$ cat src/hw/lirr_pkg.sv
// Purpose: Shared constants and types for the line input ADC routing registers.
// Assumes: Register numbers are the page 0 register indices of the device.
// Notes: Field positions, reset values and decode constants live here.
package lirr_pkg;

   localparam int LIRR_ADDR_W = 7;
   localparam int LIRR_DATA_W = 8;
   localparam int LIRR_LEVEL_W = 4;
   localparam int LIRR_ATTEN_W = 5;

   localparam logic [LIRR_ADDR_W-1:0] LIRR_LEFT_ROUTE_ADDR = 7'h15;
   localparam logic [LIRR_ADDR_W-1:0] LIRR_RIGHT_ROUTE_ADDR = 7'h16;

   localparam int LIRR_CFG_BIT = 7;
   localparam int LIRR_LEVEL_MSB = 6;
   localparam int LIRR_LEVEL_LSB = 3;
   localparam int LIRR_PWR_BIT = 2;
   localparam int LIRR_STEP_MSB = 1;
   localparam int LIRR_STEP_LSB = 0;

   localparam logic LIRR_CFG_RESET = 1'h0;
   localparam logic [LIRR_LEVEL_W-1:0] LIRR_LEVEL_RESET = 4'hF;
   localparam logic LIRR_PWR_RESET = 1'h0;
   localparam logic [1:0] LIRR_STEP_RESET = 2'h0;
   localparam logic [2:0] LIRR_LEFT_RESERVED_VALUE = 3'h0;

   localparam logic [LIRR_LEVEL_W-1:0] LIRR_LEVEL_MAX_VALID = 4'h8;
   localparam logic [LIRR_LEVEL_W-1:0] LIRR_LEVEL_DISCONNECT = 4'hF;
   localparam logic [1:0] LIRR_STEP_CODE_EVERY_SAMPLE = 2'h0;
   localparam logic [1:0] LIRR_STEP_CODE_EVERY_TWO = 2'h1;
   localparam logic [LIRR_DATA_W-1:0] LIRR_UNMAPPED_READ = 8'h00;

   typedef enum logic [1:0] {
      LIRR_STEP_EVERY_SAMPLE,
      LIRR_STEP_EVERY_TWO,
      LIRR_STEP_DISABLED
   } lirr_step_type;

   // Attenuation code in the range that connects the input to the mixer.
   function automatic logic lirr_level_valid(
      input logic [LIRR_LEVEL_W-1:0] code);
      return code <= LIRR_LEVEL_MAX_VALID;
   endfunction

   // Maps the raw soft-step field onto the stepping mode.
   function automatic lirr_step_type lirr_step_decode(input logic [1:0] code);
      if (code == LIRR_STEP_CODE_EVERY_SAMPLE) begin
         return LIRR_STEP_EVERY_SAMPLE;
      end else if (code == LIRR_STEP_CODE_EVERY_TWO) begin
         return LIRR_STEP_EVERY_TWO;
      end else begin
         return LIRR_STEP_DISABLED;
      end
   endfunction

endpackage

$ cat src/hw/lirr_route_regs.sv
// Purpose: Routing registers for the right line one input into both ADC mixers.
// Assumes: Register port is synchronous to core_clk; one access per cycle.
// Notes: Reads answer one cycle later; unmapped reads return zero.
//
// Functional notes
// - Bit 7 chooses single-ended (0) or fully differential (1); resets to 0.
// - Bits 6..3 set attenuation, codes 0..8 give 0 to -12 dB in 1.5 dB.
// - Any valid level code connects the input to that mixer by itself.
// - Level code 15 disconnects the input; the field resets to 15.
// - Left register bits 2..0 are read-only, reset 0, written as zeros.
// - Right register bit 2 powers the right ADC channel up; resets to 0.
// - Right bits 1..0: step each sample, each two samples, or disabled.
`timescale 1ns/1ns
`default_nettype none
module lirr_route_regs (
   input wire logic core_clk,
   input wire logic rst,
   input wire logic reg_wr_en,
   input wire logic reg_rd_en,
   input wire logic [lirr_pkg::LIRR_ADDR_W-1:0] reg_addr,
   input wire logic [lirr_pkg::LIRR_DATA_W-1:0] reg_wr_data,
   output logic [lirr_pkg::LIRR_DATA_W-1:0] reg_rd_data,
   output logic reg_rd_valid,
   output logic left_line_diff,
   output logic [lirr_pkg::LIRR_LEVEL_W-1:0] left_level_code,
   output logic left_line_connected,
   output logic [lirr_pkg::LIRR_ATTEN_W-1:0] left_atten_half_db,
   output logic right_line_diff,
   output logic [lirr_pkg::LIRR_LEVEL_W-1:0] right_level_code,
   output logic right_line_connected,
   output logic [lirr_pkg::LIRR_ATTEN_W-1:0] right_atten_half_db,
   output logic right_adc_power_up,
   output var lirr_pkg::lirr_step_type right_softstep
);
   import lirr_pkg::*;

   typedef struct packed {
      logic left_cfg;
      logic [LIRR_LEVEL_W-1:0] left_level;
      logic right_cfg;
      logic [LIRR_LEVEL_W-1:0] right_level;
      logic right_pwr;
      logic [1:0] right_step;
      lirr_step_type step_mode;
      logic [LIRR_DATA_W-1:0] rd_data;
      logic rd_valid;
   } lirr_state_type;

   lirr_state_type state;
   lirr_state_type next_state;
   logic left_sel;
   logic right_sel;

   assign left_sel = reg_addr == LIRR_LEFT_ROUTE_ADDR;
   assign right_sel = reg_addr == LIRR_RIGHT_ROUTE_ADDR;

   always_comb begin
      next_state = state;
      next_state.rd_valid = reg_rd_en;
      next_state.rd_data = LIRR_UNMAPPED_READ;
      if (reg_rd_en && left_sel) begin
         next_state.rd_data = {state.left_cfg, state.left_level,
            LIRR_LEFT_RESERVED_VALUE};
      end else if (reg_rd_en && right_sel) begin
         next_state.rd_data = {state.right_cfg, state.right_level,
            state.right_pwr, state.right_step};
      end
      if (reg_wr_en && left_sel) begin
         // Low bits of a left write are dropped, they are read-only.
         next_state.left_cfg = reg_wr_data[LIRR_CFG_BIT];
         next_state.left_level =
            reg_wr_data[LIRR_LEVEL_MSB:LIRR_LEVEL_LSB];
      end
      if (reg_wr_en && right_sel) begin
         next_state.right_cfg = reg_wr_data[LIRR_CFG_BIT];
         next_state.right_level =
            reg_wr_data[LIRR_LEVEL_MSB:LIRR_LEVEL_LSB];
         next_state.right_pwr = reg_wr_data[LIRR_PWR_BIT];
         next_state.right_step =
            reg_wr_data[LIRR_STEP_MSB:LIRR_STEP_LSB];
         next_state.step_mode = lirr_step_decode(
            reg_wr_data[LIRR_STEP_MSB:LIRR_STEP_LSB]);
      end
   end

   always_ff @(posedge core_clk) begin
      if (rst) begin
         state.left_cfg <= LIRR_CFG_RESET;
         state.left_level <= LIRR_LEVEL_RESET;
         state.right_cfg <= LIRR_CFG_RESET;
         state.right_level <= LIRR_LEVEL_RESET;
         state.right_pwr <= LIRR_PWR_RESET;
         state.right_step <= LIRR_STEP_RESET;
         state.step_mode <= LIRR_STEP_EVERY_SAMPLE;
         state.rd_data <= LIRR_UNMAPPED_READ;
         state.rd_valid <= 1'b0;
      end else begin
         state <= next_state;
      end
   end

   // Level decode sits one register behind the stored field.
   lirr_level_decode u_left_decode (
      .core_clk(core_clk),
      .rst(rst),
      .level_code(state.left_level),
      .connected(left_line_connected),
      .atten_half_db(left_atten_half_db)
   );

   lirr_level_decode u_right_decode (
      .core_clk(core_clk),
      .rst(rst),
      .level_code(state.right_level),
      .connected(right_line_connected),
      .atten_half_db(right_atten_half_db)
   );

   assign reg_rd_data = state.rd_data;
   assign reg_rd_valid = state.rd_valid;
   assign left_line_diff = state.left_cfg;
   assign left_level_code = state.left_level;
   assign right_line_diff = state.right_cfg;
   assign right_level_code = state.right_level;
   assign right_adc_power_up = state.right_pwr;
   assign right_softstep = state.step_mode;
endmodule // lirr_route_regs
`default_nettype wire

$ cat src/hw/lirr_level_decode.sv
// Purpose: Registered decode of one level field into connect and attenuation.
// Assumes: Level code is a stored register field, stable between writes.
// Notes: Attenuation is given in units of 0.5 dB; invalid codes disconnect.
`timescale 1ns/1ns
`default_nettype none
module lirr_level_decode (
   input wire logic core_clk,
   input wire logic rst,
   input wire logic [lirr_pkg::LIRR_LEVEL_W-1:0] level_code,
   output logic connected,
   output logic [lirr_pkg::LIRR_ATTEN_W-1:0] atten_half_db
);
   import lirr_pkg::*;

   typedef struct packed {
      logic connected;
      logic [LIRR_ATTEN_W-1:0] atten;
   } lirr_dec_state_type;

   lirr_dec_state_type state;
   lirr_dec_state_type next_state;

   always_comb begin
      next_state.connected = lirr_level_valid(level_code);
      next_state.atten = 5'h00;
      if (lirr_level_valid(level_code)) begin
         // Each code step is 1.5 dB, that is three half-dB units.
         next_state.atten = LIRR_ATTEN_W'(level_code)
            + LIRR_ATTEN_W'({level_code, 1'b0});
      end
   end

   always_ff @(posedge core_clk) begin
      if (rst) begin
         state <= '0;
      end else begin
         state <= next_state;
      end
   end

   assign connected = state.connected;
   assign atten_half_db = state.atten;

endmodule // lirr_level_decode
`default_nettype wire

$ cat config.mk
export PLATFORM = sky130hd
export DESIGN_NAME = lirr_route_regs
export DESIGN_NICKNAME = d
export VERILOG_FILES = /design/src/hw/lirr_pkg.sv /design/src/hw/lirr_route_regs.sv /design/src/hw/lirr_level_decode.sv
export SDC_FILE = /design/constraint.sdc
export NUM_CORES = 1
export LEC_CHECK = 0
export BUFFER_PORTS_ARGS = -buffer_cell sky130_fd_sc_hd__buf_2
export CAP_MARGIN = 0
export CORE_MARGIN = 2
export CORE_UTILIZATION = 40
export CTS_BUF_LIST = sky130_fd_sc_hd__clkbuf_8
export DETAILED_ROUTE_END_ITERATION = 10
export GPL_TIMING_DRIVEN = 0
export PLACE_DENSITY = 0.62
export SYNTH_ARGS = -nofsm -noshare
export SYNTH_HDL_FRONTEND = slang
export SYNTH_SLANG_ARGS = --single-unit
export TNS_END_PERCENT = 5
$ cat constraint.sdc
create_clock -name core_clk -period 3.5 [get_ports core_clk]
set_input_delay 0.175 -clock core_clk [delete_from_list [all_inputs] [get_ports core_clk]]
set_output_delay 0.175 -clock core_clk [all_outputs]
set_load 0.005 [all_outputs]
=== Yosys cells after proc, flatten, opt, wreduce, memory -nomap -nowiden ===
Cells that the tools add are included.
W data, S select, Z words.

* $add $sub $neg: 2
* Multiply operators: 0
* Div/mod/pow operators: 0
* Order comparisons: 2
* Equality and inequality tests: 3
* Shift operators: 0
* Multiplexer cells: 4
* Bitwise gates (word level): 3
* Reduce and logical (&&, ||, !) cells: 8

{| class="wikitable"
|+ Operators by type and width
! kind !! number
|-
| $mux W8 || 2
|-
| $eq A7 B5 Y1 const B || 2
|-
| $add A4 B5 Y5 || 2
|-
| $le A4 B4 Y1 const B || 2
|-
| $logic_and A1 B1 Y1 || 4
|-
| $mux W2 || 2
|-
| $reduce_or A2 Y1 || 2
|-
| $not A1 Y1 || 3
|-
| $reduce_or A3 Y1 || 1
|-
| $eq A2 B1 Y1 const B || 1
|-
| $logic_not A2 Y1 || 1
|}

* Flip-flop bits (word level): 36
* Bits in latches: 0
* RAM bits: 0
* Bits in read-only memories: 0
* Input bits: 19
* Output and inout port bits: 34
* Word-level logic and storage cells: 36
* Memories: 0

=== Logic depth before layout (Yosys ltp) ===
* Word-level depth: 4
* Gate-level depth with buffers: 6
* Mapped depth without buffers: 6

=== Cells and area by module ===
A second synthesis with hierarchy kept.

* Cells, all modules: 171
* Area, all modules: 1692.9 sq um

{| class="wikitable"
|+ By module, submodules not included
! module !! instances !! cells each !! area each (sq um) !! sequential area each (sq um)
|-
| lirr_route_regs || 1 || 113 || 1072.3 || 480.5
|-
| lirr_level_decode || 2 || 29 || 310.3 || 120.1
|}

=== Worst setup path before layout ===
Ideal clock, no wire load.

* Kind: flip-flop to flip-flop
* From: register state, in the netlist right_level_code[2]
* To: register u_right_decode.state, in the netlist u_right_decode.atten_half_db[4]
* Setup time: 0.121 ns
* Arrival time: 1.266 ns
* Data required time: 3.379 ns
* Path slack: 2.113 ns
* Stages on the path, launching flop included: 5
* Buffers on the path: 0
* Period minus slack after synthesis: 1.387 ns
* Cell sequence: dfxtp_1 > inv_1 > ha_1 > o21bai_1 > mux2_2

* Word-level cells in the longest chain between the ends: 3
* Elaborated cells on any way between the ends: 4
* Those cells by class: add/sub (1); order compare (1); bitwise (1); reduce/logical (1)

{| class="wikitable"
|+ RTL lines
! item !! RTL line !! RTL
|-
| start, declared || lirr_route_regs.sv:49 || <nowiki>lirr_state_type state;</nowiki>
|-
| start signal, assigned || lirr_route_regs.sv:98 || <nowiki>state <= next_state;</nowiki>
|-
| $le A4 B4 Y1 || lirr_pkg.sv:42 || <nowiki>return code <= LIRR_LEVEL_MAX_VALID;</nowiki>
|-
| $not A1 Y1 (no source line) || - ||
|-
| $reduce_or A2 Y1 (no source line) || - ||
|-
| end signal, assigned || lirr_level_decode.sv:37 || <nowiki>state <= next_state;</nowiki>
|-
| end, declared || lirr_level_decode.sv:20 || <nowiki>lirr_dec_state_type state;</nowiki>
|}

Several ways; a longest one is shown, not always the timed one.
A chain may end at the register's enable or synchronous reset.

=== Worst setup path after layout ===
Same ends and word-level chain as after synthesis.

==> impl_metrics.py <==
metrics = {
    "run_status": {
        "outcome": "finished, final reports clean",
    },
    "routing": {
        "routedWlPerCell_microns": 11.57,
        "ant_nets": 0,
        "drtIter0Drc": 29,
        "vias_per_cell": 4.547,
        "num_vias": 1246,
        "drt-total-wl_microns": 3170,
        "drc": 0,
        "dr.pass1.iters": 4,
    },
    "power": {
        "internal_power_mw": 0.5568,
        "ir_worst_vdd_mv": 0.1913,
        "p_switching_mw": 0.1465,
        "clkPwrFrac_pct": 36.2,
        "p_total_mw": 0.7033,
        "switching_share_pct": 20.83,
        "comb_power_share_pct": 5.2,
        "p_seq_share_pct": 58.5,
        "powerDensity_mw_per_mm2": 344.8,
        "p_leak_nw": 1.038,
    },
    "global_routing": {
        "antenna_found_initial": 0,
        "grt_pass1_vias": 1158,
        "grt_usage_pct": 14.99,
        "grt_max_degree": 11,
        "grt_remaining_overflow": 0,
        "grt_pass1_wl_microns": 5078,
    },
    "worst_setup_path": {
        "cpMaxStageDelayCell": "dfxtp_1",
        "start_kind": "flop",
        "reg2reg_to": "u_right_decode.atten_half_db[4]",
        "cp_max_fo": 7,
        "crit_end": "u_right_decode.atten_half_db[4]",
        "cp-end-kind": "flop",
        "path_class": "flop to flop",
        "worstPathArrival_ns": 1.73,
        "r2r-start": "right_level_code[2]",
        "slowest_delay_ns": 0.53,
        "crit_chain": "inv_1 > ha_1 > o21bai_1 > mux2_2",
        "required_ns": 3.67,
        "ff2ff_path_depth": 4,
        "rrSetupSlack_ns": 1.94,
        "startpoint": "right_level_code[2]",
    },
    "timing": {
        "hold_viol_final": 0,
        "clock_skew_ns": 0.007490,
        "fin_setup_tns_ns": 0,
        "period_share_pct": 44.65,
        "timing.hold.ws_ns": 0.1371,
        "fmax_mhz": 639.9,
        "slew_violations": 0,
        "relSlewSlack_pct": 70.51,
        "finalSetupViolCount": 0,
        "rsz0062_at_grt": "no",
        "post-route-min-period_ns": 1.563,
        "tightest_slew_ns": 0.4424,
    },
    "synthesis": {
        "yosysMostFrequentCell": "dfxtp_1",
        "synth_top_area_share_pct": 43.60,
        "ys_seq_area_share_pct": 43.60,
        "synth_edf_count": 0,
        "synth_area_leader_cell": "dfxtp_1",
        "synth_cells": 168,
        "synthFlopType": "dfxtp_1",
        "avgSynthCellArea_sq_um": 9.838,
        "ys_ff_latch": 36,
        "yosysWarnings": 0,
        "yosys-top-cells-area": "dfxtp_1, buf_4, ha_1",
        "netlist_area_sq_mm": 0.001653,
        "async_reset_ff_share_pct": 0,
        "synthDistinctLibCells": 31,
        "synth_commonest_cells": "dfxtp_1, nor2_1, buf_4",
        "synth_nets": 199,
    },
    "clock_network": {
        "cts_buffers": 5,
        "clockBufferDepth": 2,
        "ctsHoldBuffers": 0,
        "clock_latency_ns": 0.28,
        "htreeDepth": 2,
        "post_cts_buffers": 0,
        "cts_root_buffer": "clkbuf_8",
        "post_cts_resized": 0,
        "cts_tree": "yes",
        "path_clk_slew_ns": 0.06,
        "clkSinkCount": 36,
    },
    "final_layout": {
        "antennaDiodeCount": 0,
        "fillers": 395,
        "syn2layout_area_growth_pct": 23.39,
        "final_layout_size_suffix_gt1_share_pct": 36.61,
        "final_area_sq_mm": 0.002039,
        "final_util_pct": 50.99,
        "finalNetCount": 257,
    },
    "floorplan": {
        "initial_core_util_pct": 41.32,
        "die_area_sq_mm": 0.004662,
        "die_w_microns": 68.28,
        "num_rows": 23,
        "core_area_sq_mm": 0.004000,
        "die_h_microns": 68.28,
        "ios": 53,
    },
    "min_path": {
        "hp-class": "input port to flop",
    },
    "run": {
        "cap_viol_max_count": 0,
    },
    "place": {
        "placed_cell_area_sq_mm": 0.001971,
        "io_buffers": 51,
        "globalplace.congestion": 0.7265,
        "post-dp-hpwl_microns": 2503,
    },
}
-- routing by layer --
metal | GRT usage [%] | up-vias | share of wire [%]
met4 | 5.250 | 0 | 1.3
met5 | 0 | - | 0
li1 | - | 659 | -
met2 | 23.67 | 25 | 48
met3 | 5.921 | 5 | 4.4
met1 | 18.50 | 557 | 47
-- registers in the layout, summed over array words and instances (netlist names) --
| register | cells |
|---|---|
| reg_rd_data | 8 |
| u_left_decode.atten_half_db | 5 |
| u_right_decode.atten_half_db | 5 |
| left_level_code | 4 |
| right_level_code | 4 |
| right_softstep | 2 |
| state | 2 |
| left_line_diff | 1 |
| reg_rd_valid | 1 |
| right_adc_power_up | 1 |
| right_line_diff | 1 |
| u_left_decode.connected | 1 |
| u_right_decode.connected | 1 |
-- cell usage in the layout (no fill, tap or decap), types with 3 or more instances in the layout --
cell	count
ha_1	10
and2_1	5
inv_1	8
dfxtp_1	36
nor2_1	21
nor2b_1	3
nor3b_1	3
nand2b_1	4
a22oi_1	5
a21oi_1	7
nand3_1	4
buf_2	53
buf_4	18
clkbuf_8	5
and3_1	5
mux2i_1	9
o21ai_0	4
-- per-stage QoR --
| stage | worst slack [ns] | instances |
|---|---|---|
| floorplan | 2.113 | 168 |
| global placement | 1.966 | 269 |
| detailed placement | 1.947 | 269 |
| CTS | 1.939 | 274 |
| global route | 1.846 | 274 |
| finish | 1.937 | 274 |
-- power by group through the flow --
stage / sequential (mW) / clock [mW] / combinational [mW]
2_1_floorplan: 0.421 / 0 / 0.0194
3_3_place_gp: 0.421 / 0 / 0.0367
3_5_place_dp: 0.421 / 0 / 0.0372
4_1_cts: 0.412 / 0.264 / 0.0373
5_1_grt: 0.411 / 0.285 / 0.0409
6_report: 0.412 / 0.255 / 0.0368
-- critical path: cells and delay by family, from the launching register on --
kind | cells | cell delay [ns]
DFF | 1 | 0.53
buffers and inverters | 1 | 0.08
adders and majority gates | 1 | 0.33
AOI/OAI and AO/OA | 1 | 0.16
muxes | 1 | 0.35
-- worst min path at each step --
stage                         from                 end  slack, ns  cells after the start
floorplan           reg_wr_data[2]  right_adc_power_up       0.32                      2
global placement    reg_wr_data[2]  right_adc_power_up       0.43                      3
detailed placement  reg_wr_data[2]  right_adc_power_up       0.43                      3
CTS                 reg_wr_data[2]  right_adc_power_up       0.13                      3
global route        reg_wr_data[2]  right_adc_power_up       0.13                      3
finish              reg_wr_data[2]  right_adc_power_up       0.14                      3
-- cells by family after synthesis --
group                      share of synthesized area (%)
buffers and inverters                              11.73
muxes                                              6.813
xor gates and xnor gates                           1.060
AOI/OAI and AO/OA                                  7.570
and+or+nand+nor                                    19.23
adders and majority gates                          9.993
DFF                                                43.60
-- area by class of cell --
class	instances	area [sq um]	share of cell area, %
sequential	36	720.7	35.34
inverter	8	30.03	1.472
tap	50	62.56	3.067
timing repair buffer	51	255.2	12.52
clock buffer	5	68.82	3.374
multi-input combinational	101	738.2	36.20
buffer	23	163.9	8.037
No activity file was read; power rests on OpenSTA's default activity.
